==> src/verilog/time_mgmt_consts.svh <==
// constants of the time management status and control registers
// assumes a 5-bit word address and a 16-bit data bus
`ifndef TIME_MGMT_CONSTS_SVH
`define TIME_MGMT_CONSTS_SVH

`define TM_DATA_W      16
`define TM_ADDR_W      5
`define TM_CTRL_ADDR   5'h1b
`define TM_MSTAT_ADDR  5'h1a

`define TM_CB_TVLD     9
`define TM_CB_RUN      8
`define TM_CB_SEL      7
`define TM_CB_EVT      6
`define TM_CB_EXT      5
`define TM_CB_WAVE     4

`define TM_MS_TOGGLE   15
`define TM_MS_PULSE    14
`define TM_MS_WAVE     13
`define TM_MS_INIT     12

`define TM_CTRL_RST    16'h0000
`define TM_MSTAT_RST   16'h0000
`define TM_RD_IDLE     16'h0000

`endif

==> src/verilog/time_mgmt_pkg.sv <==
// types shared by the time management register block
// assumes the constants header is included by each user
package time_mgmt_pkg;

	typedef enum logic [1:0] {
		RES_OK       = 2'h0,
		RES_MSG_ERR  = 2'h1,
		RES_SYNC_ERR = 2'h2,
		RES_FORCED   = 2'h3
	} result_t;

	typedef enum logic [1:0] {
		OP_SERIAL     = 2'h0,
		OP_PARALLEL   = 2'h1,
		OP_STANDALONE = 2'h2
	} op_mode_t;

	// gray steps only on idle -> read, write -> done and done -> idle
	typedef enum logic [1:0] {
		BUS_IDLE  = 2'h0,
		BUS_READ  = 2'h1,
		BUS_WRITE = 2'h3,
		BUS_DONE  = 2'h2
	} bus_state_t;

	typedef struct packed {
		logic       pulse;
		logic       wave;
		logic       init;
		logic [3:0] chain;
		logic [7:0] mission;
	} msg_flags_t;

endpackage

==> src/verilog/sync_msg_if.sv <==
// carries message, marker and verdict signals between the register top
// and its capture and judging submodules; single clock domain
`timescale 1ns/1ps
interface sync_msg_if;
	import time_mgmt_pkg::*;

	logic       msg_valid;
	msg_flags_t msg_flags;
	logic       marker;
	logic       msg_err;
	logic       marker_to;
	logic       mismatch;
	logic       warn;
	logic       go_reached;
	logic       ext_err;
	op_mode_t   op_mode;
	logic       pend_init;
	logic [15:0] status_word;
	result_t    code;
	logic       sync_go;

	modport top (output msg_valid, msg_flags, marker, msg_err, marker_to, mismatch,
		warn, go_reached, ext_err, op_mode, input status_word, code, sync_go);
	modport cap (input msg_valid, msg_flags, marker, output pend_init, status_word);
	modport judge (input marker, msg_err, marker_to, mismatch, warn, go_reached,
		ext_err, op_mode, pend_init, output code, sync_go);
endinterface

==> src/verilog/msg_status_capture.sv <==
// holds the flags of the last valid message and loads them into the
// message status word at each synchronisation marker that a new valid message preceded
// assumes msg_valid only pulses for messages that passed their checks
`timescale 1ns/1ps
`include "time_mgmt_consts.svh"
module msg_status_capture
	import time_mgmt_pkg::*;
(
	// clock and reset
	input  wire logic clk_sys,
	input  wire logic rst_b,
	// message side
	sync_msg_if.cap   sm
);

	msg_flags_t  pend_r;
	logic        pend_vld_r;
	logic [15:0] stat_r;
	wire         load_now = sm.marker & pend_vld_r;

	// a message in the marker's own cycle counts for the next marker
	always_ff @(posedge clk_sys or negedge rst_b) begin
		if (!rst_b) begin
			pend_r     <= '0;
			pend_vld_r <= 1'b0;
		end else begin
			if (sm.msg_valid)
				pend_r <= sm.msg_flags;
			pend_vld_r <= sm.msg_valid | (pend_vld_r & ~sm.marker);
		end
	end

	always_ff @(posedge clk_sys or negedge rst_b) begin
		if (!rst_b)
			stat_r <= `TM_MSTAT_RST;
		else if (load_now)
			stat_r <= {~stat_r[`TM_MS_TOGGLE], pend_r};
	end

	assign sm.status_word = stat_r;
	assign sm.pend_init   = pend_vld_r & pend_r.init;
endmodule

==> src/verilog/sync_judge.sv <==
// decides at each synchronisation marker whether the local time is
// synchronised and which handling result code is reported
// assumes the checking inputs are valid in the marker cycle
`timescale 1ns/1ps
`include "time_mgmt_consts.svh"
module sync_judge
	import time_mgmt_pkg::*;
(
	// clock and reset
	input  wire logic clk_sys,
	input  wire logic rst_b,
	// message side
	sync_msg_if.judge sm
);

	result_t code_r;
	logic    go_r;
	result_t code_nxt;
	logic    go_nxt;
	wire     alone = (sm.op_mode == OP_STANDALONE);
	wire     forced = sm.pend_init | (~alone & sm.go_reached & ~sm.ext_err);

	// an external error blocks synchronisation before any forcing applies
	always_comb begin
		code_nxt = code_r;
		go_nxt   = 1'b0;
		if (sm.marker) begin
			if (sm.msg_err | (sm.marker_to & ~alone)) begin
				code_nxt = RES_MSG_ERR;
			end else if (sm.ext_err) begin
				code_nxt = RES_SYNC_ERR;
			end else if (sm.mismatch & forced) begin
				code_nxt = RES_FORCED;
				go_nxt   = 1'b1;
			end else if (sm.mismatch) begin
				code_nxt = RES_SYNC_ERR;
			end else if (alone & sm.warn) begin
				code_nxt = RES_SYNC_ERR;
				go_nxt   = 1'b1;
			end else begin
				code_nxt = RES_OK;
				go_nxt   = 1'b1;
			end
		end
	end

	always_ff @(posedge clk_sys or negedge rst_b) begin
		if (!rst_b) begin
			code_r <= RES_OK;
			go_r   <= 1'b0;
		end else begin
			code_r <= code_nxt;
			go_r   <= go_nxt;
		end
	end

	assign sm.code    = code_r;
	assign sm.sync_go = go_r;
endmodule

==> src/verilog/time_mgmt_regs.sv <==
// status and control registers of the local time management unit,
// reached over the parallel microprocessor pins
// assumes bus control pins are synchronous to clk_sys and held low
// for the whole access; other registers of the unit live elsewhere
`timescale 1ns/1ps
`include "time_mgmt_consts.svh"
module time_mgmt_regs
	import time_mgmt_pkg::*;
(
	// clock and reset
	input  wire logic                  clk_sys,
	input  wire logic                  rst_b,
	// parallel microprocessor interface
	input  wire logic                  cs_b,
	input  wire logic                  rd_b,
	input  wire logic                  wr_b,
	input  wire logic [`TM_ADDR_W-1:0] addr,
	input  wire logic [`TM_DATA_W-1:0] data_in,
	output logic      [`TM_DATA_W-1:0] data_out,
	output logic                       data_oe,
	output logic                       ready_b,
	input  wire logic                  mproc,
	// message reception engine
	input  wire logic                  msg_valid,
	input  wire logic                  msg_pulse,
	input  wire logic                  msg_wave,
	input  wire logic                  msg_init,
	input  wire logic [3:0]            msg_chain,
	input  wire logic [7:0]            msg_mission,
	input  wire logic                  marker,
	input  wire logic                  msg_err,
	input  wire logic                  marker_to,
	input  wire logic                  mismatch,
	input  wire logic                  warn,
	input  wire logic                  go_reached,
	input  wire logic [1:0]            op_mode,
	// device pins mirrored in the control register or merged into sw_event and ext_error
	input  wire logic                  tvld,
	input  wire logic                  pfgwave,
	input  wire logic                  swstart,
	input  wire logic                  swevent,
	input  wire logic                  exterin,
	// results towards the timing engines
	output logic [1:0]                 result_code,
	output logic                       sync_go,
	output logic                       sw_run,
	output logic                       sw_event,
	output logic                       ext_error
);

	sync_msg_if sm ();

	// bus access state
	bus_state_t           state_r;
	bus_state_t           state_nxt;
	logic                 rd_cyc_r;
	logic                 rd_cyc_nxt;
	logic [`TM_DATA_W-1:0] dout_r;
	logic [`TM_DATA_W-1:0] dout_nxt;

	// control register state
	logic sel_r;
	logic sel_nxt;
	logic run_r;
	logic run_nxt;
	logic evt_r;
	logic evt_nxt;
	logic evt_pulse_nxt;
	logic extbit_r;
	logic extbit_nxt;
	logic tvld_r;
	logic wave_r;
	logic sw_event_r;
	logic ext_err_r;

	// access decode
	wire rd_req   = ~cs_b & ~rd_b;
	wire wr_req   = ~cs_b & ~wr_b;
	wire released = cs_b | (rd_b & wr_b);
	wire hit_ctrl = (addr == `TM_CTRL_ADDR);
	wire hit_stat = (addr == `TM_MSTAT_ADDR);
	wire in_idle  = (state_r == BUS_IDLE);
	wire in_done  = (state_r == BUS_DONE);
	// a read wins when a faulty host lowers both strobes together
	wire start_rd = in_idle & rd_req;
	wire start_wr = in_idle & ~rd_req & wr_req;
	wire wr_ctrl  = start_wr & hit_ctrl;

	// written fields
	wire w_run = data_in[`TM_CB_RUN];
	wire w_sel = data_in[`TM_CB_SEL];
	wire w_evt = data_in[`TM_CB_EVT];
	wire w_ext = data_in[`TM_CB_EXT];
	wire sel_move = wr_ctrl & ~w_run;
	wire evt_rise = wr_ctrl & w_evt & ~evt_r;

	// read image of the control register; low nibble belongs elsewhere
	wire [`TM_DATA_W-1:0] ctrl_image = {
		6'h00,
		tvld_r,
		run_r,
		sel_r,
		evt_r,
		extbit_r,
		wave_r,
		4'h0
	};

	// unmapped addresses read as zero so the data pins never carry stale words
	wire [`TM_DATA_W-1:0] rd_mux =
		hit_ctrl ? ctrl_image :
		hit_stat ? sm.status_word :
		`TM_RD_IDLE;

	// bus sequencing: one access taken per assertion of the strobes
	always_comb begin
		state_nxt  = state_r;
		rd_cyc_nxt = rd_cyc_r;
		dout_nxt   = dout_r;
		case (state_r)
			BUS_IDLE: begin
				if (start_rd) begin
					state_nxt  = BUS_READ;
					rd_cyc_nxt = 1'b1;
					dout_nxt   = rd_mux;
				end else if (start_wr) begin
					state_nxt  = BUS_WRITE;
					rd_cyc_nxt = 1'b0;
				end
			end
			BUS_READ: begin
				state_nxt = BUS_DONE;
			end
			BUS_WRITE: begin
				state_nxt = BUS_DONE;
			end
			BUS_DONE: begin
				if (released) begin
					state_nxt  = BUS_IDLE;
					rd_cyc_nxt = 1'b0;
				end
			end
			default: begin
				state_nxt  = BUS_IDLE;
				rd_cyc_nxt = 1'b0;
			end
		endcase
	end

	always_ff @(posedge clk_sys or negedge rst_b) begin
		if (!rst_b)
			state_r <= BUS_IDLE;
		else
			state_r <= state_nxt;
	end

	always_ff @(posedge clk_sys or negedge rst_b) begin
		if (!rst_b)
			rd_cyc_r <= 1'b0;
		else
			rd_cyc_r <= rd_cyc_nxt;
	end

	// read data is frozen at the take so a slow host sees one stable word
	always_ff @(posedge clk_sys or negedge rst_b) begin
		if (!rst_b)
			dout_r <= `TM_RD_IDLE;
		else
			dout_r <= dout_nxt;
	end

	// select may only move when the same write clears the run bit
	always_comb begin
		sel_nxt = sel_r;
		if (sel_move)
			sel_nxt = w_sel;
	end

	// run bit: software value under register control, pin copy otherwise;
	// the pin copy lags swstart by one clock like the other mirrored bits
	always_comb begin
		run_nxt = run_r;
		if (!sel_nxt)
			run_nxt = swstart;
		else if (wr_ctrl)
			run_nxt = w_run;
	end

	// event bit only ever changes by a write, so pin pulses never show
	always_comb begin
		evt_nxt       = wr_ctrl ? w_evt : evt_r;
		evt_pulse_nxt = evt_rise;
	end

	always_comb begin
		extbit_nxt = wr_ctrl ? w_ext : extbit_r;
	end

	// read-only positions take no write data, only the device's own copies
	always_ff @(posedge clk_sys or negedge rst_b) begin
		if (!rst_b)
			sel_r <= 1'b0;
		else
			sel_r <= sel_nxt;
	end

	always_ff @(posedge clk_sys or negedge rst_b) begin
		if (!rst_b)
			run_r <= 1'b0;
		else
			run_r <= run_nxt;
	end

	always_ff @(posedge clk_sys or negedge rst_b) begin
		if (!rst_b)
			evt_r <= 1'b0;
		else
			evt_r <= evt_nxt;
	end

	always_ff @(posedge clk_sys or negedge rst_b) begin
		if (!rst_b)
			extbit_r <= 1'b0;
		else
			extbit_r <= extbit_nxt;
	end

	always_ff @(posedge clk_sys or negedge rst_b) begin
		if (!rst_b)
			tvld_r <= 1'b0;
		else
			tvld_r <= tvld;
	end

	always_ff @(posedge clk_sys or negedge rst_b) begin
		if (!rst_b)
			wave_r <= 1'b0;
		else
			wave_r <= pfgwave;
	end

	// the stopwatch sees register and pin events on one line
	always_ff @(posedge clk_sys or negedge rst_b) begin
		if (!rst_b)
			sw_event_r <= 1'b0;
		else
			sw_event_r <= evt_pulse_nxt | swevent;
	end

	// one register stage on the error path: a pin raised in the marker
	// cycle itself is only seen by the next marker
	always_ff @(posedge clk_sys or negedge rst_b) begin
		if (!rst_b)
			ext_err_r <= 1'b0;
		else
			ext_err_r <= extbit_nxt | exterin;
	end

	// message side of the shared interface
	assign sm.msg_valid         = msg_valid;
	assign sm.msg_flags.pulse   = msg_pulse;
	assign sm.msg_flags.wave    = msg_wave;
	assign sm.msg_flags.init    = msg_init;
	assign sm.msg_flags.chain   = msg_chain;
	assign sm.msg_flags.mission = msg_mission;
	assign sm.marker            = marker;
	assign sm.msg_err           = msg_err;
	assign sm.marker_to         = marker_to;
	assign sm.mismatch          = mismatch;
	assign sm.warn              = warn;
	assign sm.go_reached        = go_reached;
	assign sm.ext_err           = ext_err_r;
	assign sm.op_mode           = op_mode_t'(op_mode);

	// status reloads only at markers that a valid message preceded
	msg_status_capture u_capture (
		.clk_sys (clk_sys),
		.rst_b   (rst_b),
		.sm      (sm.cap)
	);

	// code and sync_go come out one clock after the marker
	sync_judge u_judge (
		.clk_sys (clk_sys),
		.rst_b   (rst_b),
		.sm      (sm.judge)
	);

	// bus outputs; data stays driven until the strobes are released
	assign data_out = dout_r;
	assign data_oe  = rd_cyc_r & ~in_idle & rd_req;
	// with mproc low the host expects no wait handshake, so ready_b stays high
	assign ready_b  = ~(mproc & in_done);

	// results
	assign result_code = sm.code;
	assign sync_go     = sm.sync_go;
	assign sw_run      = run_r;
	assign sw_event    = sw_event_r;
	assign ext_error   = ext_err_r;
endmodule

==> config.mk <==
export PLATFORM = sky130hd
export DESIGN_NAME = time_mgmt_regs
export DESIGN_NICKNAME = d
export VERILOG_FILES = /design/src/verilog/time_mgmt_pkg.sv /design/src/verilog/sync_msg_if.sv /design/src/verilog/msg_status_capture.sv /design/src/verilog/sync_judge.sv /design/src/verilog/time_mgmt_regs.sv
export VERILOG_INCLUDE_DIRS = /design/src /design/src/verilog
export SDC_FILE = /design/constraint.sdc
export NUM_CORES = 1
export LEC_CHECK = 0
export BUFFER_PORTS_ARGS = -buffer_cell sky130_fd_sc_hd__buf_2
export CORE_ASPECT_RATIO = 1.5
export CORE_MARGIN = 3
export CORE_UTILIZATION = 35
export CTS_BUF_LIST = sky130_fd_sc_hd__clkbuf_2
export DETAILED_ROUTE_END_ITERATION = 12
export PLACE_DENSITY_LB_ADDON = 0.25
export SYNTH_ARGS = -nofsm -noshare
export SYNTH_HDL_FRONTEND = slang
export SYNTH_HIERARCHICAL = 1
export SYNTH_SLANG_ARGS = --single-unit
==> constraint.sdc <==
create_clock -name clk_sys -period 1.53 [get_ports clk_sys]
set_input_delay 0.306 -clock clk_sys [delete_from_list [all_inputs] [get_ports clk_sys]]
set_output_delay 0.306 -clock clk_sys [all_outputs]
set_load 0.005 [all_outputs]
==> run_results.csv <==
group,metric,value,unit
status,status,"complete, but fails checks",
status,violations,"negative setup slack",
setup_path,endpoint_kind,"output pin",
global_route,grt_use_total,0.137,
hold_path,holdPathStages,2,
routing,drt_iter0_drc,57,
setup_path,cp.required,1220,ps
synthesis,synthTopCellsByCount,"62 x dfrtp_1, 27 x nand2_1, 25 x mux2_2",
global_route,grt-ovfl-total,0,
clock_network,htree_levels,3,
synthesis,synthArstFlopShare,1.00,
clock_network,cts_buffer_depth,2,
routing,num_vias,1896,
setup_path,cpLargestDelayFamily,"flip-flops",
floorplanning,die_h,113,um
hold_path,min_path_type,"in -> reg",
timing,maxSlewViolCount,0,
routing,dr.pass1.iters,4,
setup_path,path_class,"reg -> out",
synthesis,synth-seq-cells,62,
timing,finalHoldViolCount,0,
synthesis,synth_edf_count,0,
floorplanning,coreArea,7270,um2
global_route,first_global_vias,1860,
setup_path,crit_path_top_delay_cell,"dfrtp_1",
synthesis,synthCells,203,
floorplanning,die-area,8670,um2
final_layout,fin_nets,358,
setup_path,path_cells,"buf_6 -> nor2_4 -> nor4b_2 -> buf_2",
global_route,grt_max_degree,42,
setup_path,reg2reg_depth,5,
pwr,peakVddDrop,0.000484,V
timing,period_needed,1690,ps
clock_network,cts_tree,"done",
clock_network,cts.clk_slew.worst_paths,170,ps
final_layout,diodes,0,
synthesis,yosysMostFrequentCell,"dfrtp_1",
placement,routabilityCongestion,0.745,
setup_path,cp_max_fo,2,
timing,setup_viol,23,
placement,hpwl,3790,um
setup_path,critPathArrivalTime,1380,ps
global_route,antenna_found_initial,0,
pwr,p_leak,1.70,nW
synthesis,synth_area_per_cell,13.0,um2
setup_path,cp-start-kind,"flip-flop",
floorplanning,start_util,0.364,
final_layout,syn2layout_area_growth,31.7,%
placement,numPortBuffers,67,
global_route,grt_pass1_wl,9090,um
clock_network,cts_made_buffers,9,
timing,finalClockSkew,27.4,ps
timing,holdWs,42.3,ps
timing,slew_headroom,0.653,
routing,viasPerCell,4.66,
synthesis,syn_area,2650,um2
synthesis,netlist_top_cells_area,"dfrtp_1 59%, mux2_2 11%, mux2_4 5.1%, nand2_1 3.8%, mux2i_1 2.3%",
routing,drcViolationCount,0,
timing,fmax,593,MHz
floorplanning,row_count,38,
floorplanning,die_w,77.0,um
synthesis,synth_top_cell_by_area,"dfrtp_1",
pwr,power_density,995,nW/um2
synthesis,yosysSeqAreaShare,0.586,
synthesis,synth_top_area_frac,0.586,
timing,tightestPinTransition,520,ps
final_layout,post-route-util,0.480,
job,maxCapViolCount,0,
routing,wl,5670,um
setup_path,crit_buf_inv,2,
floorplanning,ios,80,
routing,wl_per_cell,13.9,um
synthesis,yosys_warnings,6,
setup_path,slowest_delay,420,ps
routing,ant_nets,0,
final_layout,drive_above_1_share,0.498,
setup_path,cp_num_cells,4,
synthesis,ys_types,44,
clock_network,clk_latency,490,ps
timing,fin_crit_sh,1.10,
timing,layout_setup_ws,-155,ps
synthesis,synth-main-ff-cell,"dfrtp_1",
clock_network,cts_sinks,62,
clock_network,cts_root_buf,"clkbuf_2",
timing,rsz0062_at_grt,"true",
synthesis,syn_nets,259,
## flip-flops by register name, indices dropped and copies added, names as in the netlist
signal / count
tvld_r: 1
u_capture/pend_r: 15
u_judge/sm.sync_go: 1
data_out: 16
u_judge/sm.code: 2
u_capture/sm.status_word: 16
sw_event: 1
ext_error: 1
extbit_r: 1
sw_run: 1
rd_cyc_r: 1
evt_r: 1
u_capture/pend_vld_r: 1
state_r: 2
wave_r: 1
sel_r: 1
## report_power, final
part | internal [W] | leakage [nW] | switching, W
combinational | 0.000356 | 0.864 | 0.000239
clock | 0.000366 | 0.0691 | 0.000598
sequential | 0.00181 | 0.771 | 0.0000995
total | 0.00253 | 1.70 | 0.000936
## repair_timing
item,CTS,global route
hold endpoints to repair,71,1
cloned,0,2
buffers inserted,5,5
gates resized for setup,7,18
hold buffers,10,1
endpoints found under the setup margin,2,22
pin swaps,3,6
## cells by family (layout without fill, tap and decap cells)
group | Yosys count | after routing | share of synthesized area
compound gates | 31 | 31 | 0.0770
xor+xnor | 1 | 1 | 0.00331
buf+inv | 15 | 119 | 0.0416
flops | 62 | 62 | 0.586
mux | 40 | 40 | 0.180
simple gates | 54 | 54 | 0.112
## worst register-to-register path, stage by stage, from the launching register on
cell	delay, ps
dfrtp_1	420
buf_4	140
buf_6	120
nor4b_4	300
and4_4	280
mux2_2	320
## layer usage
| metal | up-vias | global-route usage | wire, um |
|---|---|---|---|
| met5 | - | 0 | 0 |
| met4 | 0 | 0.0784 | 127 |
| met3 | 11 | 0.0369 | 282 |
| met2 | 46 | 0.223 | 2900 |
| met1 | 928 | 0.162 | 2360 |
| li1 | 911 | - | - |
## per-stage QoR
step	TNS (ps)	worst slack [ps]	power (W)	area [um2]	instances
after floorplan	0	40.0	0.00225	2650	203
after global placement	0	51.3	0.00242	3090	369
after detailed placement	0	25.9	0.00244	3090	369
after CTS	-558	-217	0.00348	3360	400
after global routing	-3070	-282	0.00366	3490	407
final	-1840	-155	0.00347	3490	407
## path summary, 6_finish.rpt
check | startpoint | endpoint | slack, ps
max | state_r[1]$_DFFE_PN0P_ | data_oe | -160
min | msg_mission[2] | u_capture/pend_r[2]$_DFFE_PN0P_ | 40
min in group asynchronous | rst_b | data_out[6]$_DFFE_PN0P_ | 310
min reg2reg | u_capture/sm.status_word[15]$_DFFE_PN0P_ | u_capture/sm.status_word[15]$_DFFE_PN0P_ | 490
max reg2reg | state_r[0]$_DFFE_PN0P_ | sel_r$_DFF_PN0_ | -120
max in group asynchronous | rst_b | u_capture/sm.status_word[12]$_DFFE_PN0P_ | 740
## layout make-up
type | instances | area [um2]
Fill cell | 695 | 3780
Timing Repair Buffer | 97 | 643
Clock inverter | 7 | 65.1
Inverter | 6 | 22.5
Sequential cell | 62 | 1550
Clock buffer | 9 | 45.0
Tap cell | 100 | 125
Multi-Input combinational cell | 126 | 1040
## cells in the final DEF (no fill, tap or decap), types with 7 or more instances in the layout
master	Yosys	final
buf_2	3	67
buf_4	0	9
buf_6	3	7
clkbuf_2	0	9
dfrtp_1	62	62
dlygate4sd3_1	0	11
mux2_2	25	24
mux2_4	9	10
nand2_1	27	25
o21ai_1	8	14
(Power assumes the default switching activity.)
